File: src/gearbox_pkg.sv
// shared constants and types for the input gearbox deserializer
package gearbox_pkg;

  // datapath geometry
  localparam int WORD_W     = 8;   // parallel word toward the core
  localparam int LANES      = 2;   // lane a and lane c serial paths
  localparam int HIST_W     = 16;  // capture history per lane, two words deep
  localparam int FIFO_DEPTH = 32;  // words buffered between stage two and three
  localparam int SEL_W      = 3;   // width of the alignment select
  localparam int CNT_W      = 4;   // width of the bit counter

  // lane indices inside the history array
  localparam int LANE_A = 0;
  localparam int LANE_C = 1;

  // field positions of the split one-to-four word
  localparam int NIB_W      = 4;
  localparam int HI_NIB_LSB = 4;   // lane a lands in bits 7..4
  localparam int LO_NIB_LSB = 0;   // lane c lands in bits 3..0

  // index of the last serial bit of a word in each mode
  localparam logic [CNT_W-1:0] LAST_BIT_SEVEN = 4'h6;
  localparam logic [CNT_W-1:0] LAST_BIT_EIGHT = 4'h7;
  localparam logic [CNT_W-1:0] LAST_BIT_FOUR  = 4'h3;

  // reset values
  localparam logic [WORD_W-1:0] WORD_RST = 8'h00;
  localparam logic [HIST_W-1:0] HIST_RST = 16'h0000;
  localparam logic [SEL_W-1:0]  SEL_RST  = 3'h0;
  localparam logic [CNT_W-1:0]  CNT_RST  = 4'h0;

  // gearing modes, one-hot
  typedef enum logic [2:0] {
    seven_bit_mode          = 3'b001,
    deser_one_to_eight_mode = 3'b010,
    deser_one_to_four_mode  = 3'b100
  } gear_mode_t;

endpackage : gearbox_pkg

File: src/word_if.sv
// handshake carrier between stage two, the word fifo and stage three
interface word_if #(parameter int W = 8) ();
  logic         push_valid;
  logic         push_ready;
  logic [W-1:0] push_data;
  logic         pop_valid;
  logic         pop_ready;
  logic [W-1:0] pop_data;

  // gearbox side fills and drains
  modport writer (output push_valid, output push_data, output pop_ready,
                  input push_ready, input pop_valid, input pop_data);
  // fifo side
  modport buffer (input push_valid, input push_data, input pop_ready,
                  output push_ready, output pop_valid, output pop_data);
endinterface : word_if

File: src/word_fifo.sv
// synchronous word fifo with valid/ready on both sides
module word_fifo #(
  parameter int WIDTH = 8,
  parameter int DEPTH = 32
) (
  // clock, reset, enable
  input wire logic sys_clk,
  input wire logic reset,
  input wire logic ce,
  // fill and drain handshakes
  word_if.buffer   port_b
);
  // depth must be a power of two so the pointers wrap on their own
  localparam int AW = $clog2(DEPTH);

  logic [WIDTH-1:0] mem_r [DEPTH];
  logic [AW-1:0]    wr_ptr_r;
  logic [AW-1:0]    rd_ptr_r;
  logic [AW:0]      count_r;
  logic             push;
  logic             pop;

  // honest flags straight from the occupancy count
  assign port_b.push_ready = (count_r != (AW+1)'(DEPTH));
  assign port_b.pop_valid  = (count_r != '0);
  assign port_b.pop_data   = mem_r[rd_ptr_r];
  assign push              = ce && port_b.push_valid && port_b.push_ready;
  assign pop               = ce && port_b.pop_valid && port_b.pop_ready;

  // storage array, no reset needed on the data itself
  always_ff @(posedge sys_clk) begin
    if (push) begin
      mem_r[wr_ptr_r] <= port_b.push_data;
    end
  end

  // pointers and count
  always_ff @(posedge sys_clk) begin
    if (reset) begin
      wr_ptr_r <= '0;
      rd_ptr_r <= '0;
      count_r  <= '0;
    end else begin
      if (push) begin
        wr_ptr_r <= wr_ptr_r + 1'b1;
      end
      if (pop) begin
        rd_ptr_r <= rd_ptr_r + 1'b1;
      end
      if (push && !pop) begin
        count_r <= count_r + 1'b1;
      end else if (pop && !push) begin
        count_r <= count_r - 1'b1;
      end
    end
  end

endmodule : word_fifo

File: src/input_gearbox_deserializer.sv
// input gearbox: samples serial lanes on both edge-clock edges, aligns and delivers parallel words
//
// Functional notes
// - in seven-bit mode the word sits on bits 6..0, in one-to-eight mode on all eight bits.
// - in split one-to-four mode lane a drives bits 7..4 and lane c drives bits 3..0.
// - the datapath is three register stages from serial input to parallel output.
// - stage one captures the serial input on both rising and falling edges of the edge clock.
// - stage two forms words under an update strobe and an alignment select from the control logic.
// - stage three registers the aligned word and presents it to the core on the system clock.
// - the serial input is the already delayed data, taken here as a lane input rather than a pad.
// - the gearbox runs as one seven-bit deserializer, one one-to-eight gearbox or two one-to-four gearboxes.
module input_gearbox_deserializer #(
  parameter int FIFO_DEPTH = gearbox_pkg::FIFO_DEPTH
) (
  // clock, reset, enable
  input  wire logic                         sys_clk,
  input  wire logic                         reset,
  input  wire logic                         ce,
  // serial link, asynchronous to sys_clk
  input  wire logic                         hs_edge_clock,
  input  wire logic                         ser_lane_a,
  input  wire logic                         ser_lane_c,
  // core control
  input  wire gearbox_pkg::gear_mode_t      gear_mode,
  input  wire logic                         word_align_request,
  // parallel word toward the core
  output logic [gearbox_pkg::WORD_W-1:0]    word_q,
  output logic                              word_valid,
  input  wire logic                         word_ready,
  output logic                              overrun
);
  localparam int LANES = gearbox_pkg::LANES;
  localparam int HW    = gearbox_pkg::HIST_W;
  localparam int WW    = gearbox_pkg::WORD_W;
  localparam int SW    = gearbox_pkg::SEL_W;
  localparam int CW    = gearbox_pkg::CNT_W;
  localparam int NW    = gearbox_pkg::NIB_W;

  // edge clock synchroniser: [0] first flop, [1] second, [2] history for edge finding
  logic [2:0]              clk_sync_r;
  logic                    link_edge;
  logic [LANES-1:0]        ser_pin;
  logic [1:0]              ser_sync_r [LANES];
  logic [HW-1:0]           hist_r     [LANES];
  logic [HW-1:0]           shifted    [LANES];

  // control block state
  gearbox_pkg::gear_mode_t mode_prev_r;
  logic                    mode_change;
  logic [CW-1:0]           last_bit;
  logic [CW-1:0]           bit_cnt_r;
  logic [SW-1:0]           align_sel_r;
  logic [SW-1:0]           align_sel_nxt;
  logic                    update_r;

  // stage two and three
  logic [WW-1:0]           st2_word_nxt;
  logic [WW-1:0]           st2_word_r;
  logic                    st2_valid_r;
  logic [WW-1:0]           word_q_r;
  logic                    word_valid_r;
  logic                    overrun_r;

  word_if #(.W(WW)) wbus ();

  assign ser_pin[gearbox_pkg::LANE_A] = ser_lane_a;
  assign ser_pin[gearbox_pkg::LANE_C] = ser_lane_c;

  // edge clock passes two flops before anything looks at it
  always_ff @(posedge sys_clk) begin
    if (reset) begin
      clk_sync_r <= 3'h0;
    end else if (ce) begin
      clk_sync_r <= {clk_sync_r[1:0], hs_edge_clock};
    end
  end

  // either transition of the edge clock is a capture point
  assign link_edge = clk_sync_r[1] ^ clk_sync_r[2];

  // per lane: data synchroniser and stage one capture history
  for (genvar g = 0; g < LANES; g++) begin : g_lane
    // data is delayed by the same two flops as the clock, keeping them in step
    always_ff @(posedge sys_clk) begin
      if (reset) begin
        ser_sync_r[g] <= 2'h0;
      end else if (ce) begin
        ser_sync_r[g] <= {ser_sync_r[g][0], ser_pin[g]};
      end
    end

    // newest bit enters at bit 0, older bits move up
    always_ff @(posedge sys_clk) begin
      if (reset) begin
        hist_r[g] <= gearbox_pkg::HIST_RST;
      end else if (ce && link_edge) begin
        hist_r[g] <= {hist_r[g][HW-2:0], ser_sync_r[g][1]};
      end
    end

    // the select drops the newest bits so the boundary moves one bit per step
    assign shifted[g] = hist_r[g] >> align_sel_r;
  end

  // word length per mode; an illegal code behaves as one-to-eight
  always_comb begin
    case (gear_mode)
      gearbox_pkg::seven_bit_mode:         last_bit = gearbox_pkg::LAST_BIT_SEVEN;
      gearbox_pkg::deser_one_to_four_mode: last_bit = gearbox_pkg::LAST_BIT_FOUR;
      default:                             last_bit = gearbox_pkg::LAST_BIT_EIGHT;
    endcase
  end

  // a mode switch restarts framing so no word mixes two geometries
  assign mode_change = (gear_mode != mode_prev_r);

  always_ff @(posedge sys_clk) begin
    if (reset) begin
      mode_prev_r <= gearbox_pkg::deser_one_to_eight_mode;
    end else if (ce) begin
      mode_prev_r <= gear_mode;
    end
  end

  // next alignment select wraps at the word length
  always_comb begin
    if (align_sel_r >= last_bit[SW-1:0]) begin
      align_sel_nxt = gearbox_pkg::SEL_RST;
    end else begin
      align_sel_nxt = align_sel_r + 1'b1;
    end
  end

  // alignment select: one step per request from the core
  always_ff @(posedge sys_clk) begin
    if (reset) begin
      align_sel_r <= gearbox_pkg::SEL_RST;
    end else if (ce) begin
      if (mode_change) begin
        align_sel_r <= gearbox_pkg::SEL_RST;
      end else if (word_align_request) begin
        align_sel_r <= align_sel_nxt;
      end
    end
  end

  // bit counter and update strobe; strobe comes the cycle after the last bit lands
  always_ff @(posedge sys_clk) begin
    if (reset) begin
      bit_cnt_r <= gearbox_pkg::CNT_RST;
      update_r  <= 1'b0;
    end else if (ce) begin
      update_r <= 1'b0;
      if (mode_change) begin
        bit_cnt_r <= gearbox_pkg::CNT_RST;
      end else if (link_edge) begin
        if (bit_cnt_r >= last_bit) begin
          bit_cnt_r <= gearbox_pkg::CNT_RST;
          update_r  <= 1'b1;
        end else begin
          bit_cnt_r <= bit_cnt_r + 1'b1;
        end
      end
    end
  end

  // stage two word layout per mode; the oldest bit of each lane field ends up in that field's top bit (bit 6 in seven-bit mode)
  always_comb begin
    case (gear_mode)
      gearbox_pkg::seven_bit_mode: begin
        st2_word_nxt = {1'b0, shifted[gearbox_pkg::LANE_A][WW-2:0]};
      end
      gearbox_pkg::deser_one_to_four_mode: begin
        st2_word_nxt = {shifted[gearbox_pkg::LANE_A][NW-1:0],
                        shifted[gearbox_pkg::LANE_C][NW-1:0]};
      end
      default: begin
        st2_word_nxt = shifted[gearbox_pkg::LANE_A][WW-1:0];
      end
    endcase
  end

  // stage two register; holds its word until the fifo takes it or the next update_r overwrites it
  always_ff @(posedge sys_clk) begin
    if (reset) begin
      st2_word_r  <= gearbox_pkg::WORD_RST;
      st2_valid_r <= 1'b0;
    end else if (ce) begin
      if (update_r) begin
        st2_word_r  <= st2_word_nxt;
        st2_valid_r <= 1'b1;
      end else if (wbus.push_ready) begin
        st2_valid_r <= 1'b0;
      end
    end
  end

  // the serial stream cannot be paused, so a word lost to a full fifo is flagged instead
  always_ff @(posedge sys_clk) begin
    if (reset) begin
      overrun_r <= 1'b0;
    end else if (ce && update_r && st2_valid_r && !wbus.push_ready) begin
      overrun_r <= 1'b1;
    end
  end

  assign wbus.push_valid = st2_valid_r;
  assign wbus.push_data  = st2_word_r;
  assign wbus.pop_ready  = !word_valid_r || word_ready;

  word_fifo #(
    .WIDTH (WW),
    .DEPTH (FIFO_DEPTH)
  ) u_fifo (
    .sys_clk (sys_clk),
    .reset   (reset),
    .ce      (ce),
    .port_b  (wbus.buffer)
  );

  // stage three: output register loads whenever it is empty or being drained
  always_ff @(posedge sys_clk) begin
    if (reset) begin
      word_q_r     <= gearbox_pkg::WORD_RST;
      word_valid_r <= 1'b0;
    end else if (ce && wbus.pop_ready) begin
      word_valid_r <= wbus.pop_valid;
      if (wbus.pop_valid) begin
        word_q_r <= wbus.pop_data;
      end
    end
  end

  assign word_q     = word_q_r;
  assign word_valid = word_valid_r;
  assign overrun    = overrun_r;
endmodule : input_gearbox_deserializer

File: config.mk
export PLATFORM = sky130hd
export DESIGN_NAME = input_gearbox_deserializer
export DESIGN_NICKNAME = d
export VERILOG_FILES = /design/src/gearbox_pkg.sv /design/src/word_if.sv /design/src/word_fifo.sv /design/src/input_gearbox_deserializer.sv
export SDC_FILE = /design/constraint.sdc
export NUM_CORES = 1
export LEC_CHECK = 0
export BUFFER_PORTS_ARGS = -buffer_cell sky130_fd_sc_hd__buf_2
export CORE_ASPECT_RATIO = 0.7
export CORE_MARGIN = 2
export CORE_UTILIZATION = 30
export CTS_CLUSTER_DIAMETER = 40
export DETAILED_ROUTE_END_ITERATION = 10
export PLACE_DENSITY = 0.47
export REMOVE_ABC_BUFFERS = 1
export SYNTH_ARGS = -nofsm -noshare
export SYNTH_HDL_FRONTEND = slang
export SYNTH_SLANG_ARGS = --single-unit
File: constraint.sdc
create_clock -name sys_clk -period 8.5 [get_ports sys_clk]
set_clock_uncertainty 0.1 [all_clocks]
set_input_delay 0.85 -clock sys_clk [delete_from_list [all_inputs] [get_ports sys_clk]]
set_output_delay 0.85 -clock sys_clk [all_outputs]
set_load 0.01 [all_outputs]
==> flow_metrics.py <==
metrics = {
    "run_status": {
        "run_status": "complete, no violations",
    },
    "cts": {
        "cts_resized": 0,
        "cts_inserted_buffers": 40,
        "clk_latency_ns": 0.55,
        "cts_tree": "done",
        "clkTransAtPathRegs_ns": 0.06,
        "h-tree-depth": 2,
        "postCtsSetupBuffers": 0,
        "cts-hold-fix-buffers": 0,
        "clock-root-buffer": "clkbuf_16",
        "clockBufferDepth": 3,
        "cts_sinks": 335,
    },
    "global_routing": {
        "grt_max_degree": 58,
        "grt_overflow_total": 0,
        "grt_pass1_vias": 7659,
        "grt_use_total_pct": 13.7,
        "grt_pass1_wl_mm": 50.1,
        "antenna_found_initial": 0,
    },
    "layout": {
        "final_util_pct": 34.7,
        "syn2layout_area_growth_pct": 13.9,
        "antenna_cells": 0,
        "final_cell_area_um2": 16200,
        "nets": 967,
        "layoutNonFillerInstCount": 1582,
        "drive_above_1_share_pct": 16.1,
        "nFillCells": 4520,
    },
    "worst_setup_path": {
        "cp.required_ns": 8.86,
        "end_kind": "register",
        "worstPathMaxFanout": 8,
        "cp-startpoint": "u_fifo.count_r[1]$_SDFFE_PP0P_",
        "start_kind": "register",
        "arrival_ns": 3.83,
        "r2r_start": "u_fifo.count_r[1]$_SDFFE_PP0P_",
        "crit_type": "register to register",
    },
    "floorplan": {
        "core_um2": 46600,
        "rows": 66,
        "pin_count": 21,
        "floorplan.die_area_um2": 49100,
        "start_util_pct": 30.5,
        "die_w_um": 264,
        "die_h_um": 186,
    },
    "placement": {
        "gp_congestion": 0.739,
        "dp_hpwl_mm": 20.7,
        "place_area_um2": 14900,
        "port_buffers": 20,
        "place_inst": 1508,
    },
    "logic_synthesis": {
        "synth_warnings": 0,
        "synth_ff_type": "edfxtp_1",
        "yosysSeqAreaShare_pct": 67.3,
        "synth-async-reset-ratio_pct": 0,
        "syn_avg_cell_area_um2": 15.4,
        "netlist-cell-type-count": 64,
        "mappedNetlistArea_um2": 14200,
        "synth_edf_count": 286,
        "synth_cells": 920,
        "ys_ff_latch": 335,
    },
    "route": {
        "post_drt_via_cell_ratio": 4.92,
        "remaining_drc_errors": 0,
        "ant_nets": 0,
        "drt-wirelength-per-cell_um": 21.1,
        "routed_wl_mm": 33.3,
        "num_vias": 7776,
        "dr.pass1.iters": 4,
        "drtIter0Drc": 595,
    },
    "run": {
        "cap_violations": 0,
    },
    "sta": {
        "worst_pin_slew_ns": 1.13,
        "min_period_over_period_pct": 40.8,
        "hold_viol": 0,
        "rsz0062_at_grt": "false",
        "setup_viol": 0,
        "drv_slew": 0,
        "period_needed_ns": 3.47,
        "fmax_mhz": 288,
        "relSlewSlack_pct": 25.0,
        "tns_ns": 0,
    },
    "pwr": {
        "power.total_mw": 4.05,
        "p_leak_nw": 5.32,
        "power.density_nw_per_um2": 250,
        "vdd_ir_drop_max_v": 0.000185,
    },
    "hold_path": {
        "worstHoldStart": "st2_word_r[3]$_SDFFE_PP0P_",
        "hold_path_class": "register to register",
    },
}
## worst max-delay path, stage by stage, from the launching register on
cell	delay (ns)
dfxtp_1	0.34
or4_4	0.58
o311ai_4	0.42
ha_1	0.38
inv_1	0.19
ha_1	0.33
nor2b_1	0.13
o21a_1	0.18
o21ai_0	0.14
or3b_2	0.45
a21oi_1	0.15
## through the flow
stage	worst slack [ns]	hold WS, ns
global route	4.86	0.368
finish	5.03	0.355
global placement	4.68	0.340
floorplan	4.52	0.331
detailed placement	4.65	0.343
CTS	5.01	0.352
## worst paths after layout
path,slack [ns],to,cells after the start
setup reg to reg,5.03,u_fifo.count_r[4]$_SDFFE_PP0P_,10
hold reg to reg,0.36,st2_word_r[3]$_SDFFE_PP0P_,2
hold / removal,0.36,st2_word_r[3]$_SDFFE_PP0P_,2
setup / recovery,5.03,u_fifo.count_r[4]$_SDFFE_PP0P_,10
## Yosys cell counts (3+ instances only)
cell type / number / area, µm²
a2111oi_0: 11 / 96.3
a211o_1: 4 / 35.0
a211oi_1: 4 / 30.0
a21o_1: 3 / 22.5
a21oi_1: 18 / 90.1
a22o_1: 8 / 70.1
and2_1: 5 / 31.3
and3_1: 29 / 181
buf_1: 3 / 11.3
buf_2: 19 / 95.1
buf_4: 5 / 37.5
buf_6: 5 / 56.3
clkbuf_1: 22 / 82.6
dfxtp_1: 49 / 981
edfxtp_1: 286 / 8590
ha_1: 17 / 213
inv_1: 15 / 56.3
mux2_2: 20 / 225
mux2i_1: 78 / 781
mux4_1: 15 / 394
mux4_2: 23 / 518
nand2_1: 48 / 180
nand2b_1: 5 / 31.3
nand3_1: 10 / 50.1
nand3b_1: 3 / 22.5
nand4_1: 3 / 18.8
nor2_1: 80 / 300
nor2b_1: 5 / 31.3
nor3_1: 7 / 35.0
nor4_1: 6 / 37.5
o21ai_0: 18 / 90.1
o221ai_1: 10 / 87.6
o22ai_1: 15 / 93.8
o31ai_1: 8 / 60.1
or3_1: 7 / 43.8
or3b_2: 5 / 43.8
xnor2_1: 11 / 96.3
xor2_1: 6 / 52.6
## flip-flops by register name (all words and copies together) (netlist names)
name / cells
word_q: 8
word_valid: 1
mode_prev_r: 3
u_fifo.wr_ptr_r: 5
st2_word_r: 8
align_sel_r: 3
bit_cnt_r: 4
update_r: 1
hist_r: 26
u_fifo.mem_r: 256
st2_valid_r: 1
u_fifo.rd_ptr_r: 5
overrun: 1
u_fifo.count_r: 6
clk_sync_r: 3
ser_sync_r: 4
## cells in the final DEF (no fill, tap or decap), types with 7 or more instances in the layout
cell type  instances
mux2_2            20
mux4_1            15
inv_1             15
mux2i_1           78
or3_1              7
buf_2             20
o221ai_1          10
a2111oi_0         11
clkbuf_16         41
edfxtp_1         286
o22ai_1           15
nor3_1             7
buf_4             12
o31ai_1            8
mux4_2            23
ha_1              17
nand3_1           10
dfxtp_1           46
xnor2_1           11
a21oi_1           18
o21ai_0           18
inv_6              7
a22o_1             8
nor2_1            80
and3_1            29
nand2_1           48
## area by class of cell
cell class,count,area (µm²),share of cell area (%)
multi-input cells,514,4280,26.4
inverters,15,56.3,0.348
flip-flops and latches,335,9580,59.2
repair buffers,32,190,1.18
well taps,612,766,4.73
clock buffers,48,1070,6.63
clock inverters,26,240,1.48
## logic make-up (layout without fill, tap and decap cells)
| kind of cell | after synthesis | in the layout | synth area share, % |
|---|---|---|---|
| xor gates and xnor gates | 17 | 17 | 1.05 |
| DFF | 335 | 335 | 67.3 |
| muxes | 137 | 137 | 13.6 |
| buffers and inverters | 71 | 121 | 2.56 |
| and+or+nand+nor | 220 | 220 | 7.47 |
| adders and majority gates | 18 | 18 | 1.64 |
| AOI/OAI and AO/OA | 122 | 122 | 6.33 |
## where the power goes
part,internal [mW],switching [mW]
registers,1.80,0.0563
clock network,0.961,0.735
logic,0.215,0.278
## metal layers
metal	vias to the layer above	track usage (%)	wire length, µm
met5	-	0	0
met4	0	3.36	538
met3	44	3.33	1880
met2	149	18.3	13100
met1	3938	21.6	17800
li1	3645	-	-
(Power assumes the default switching activity.)
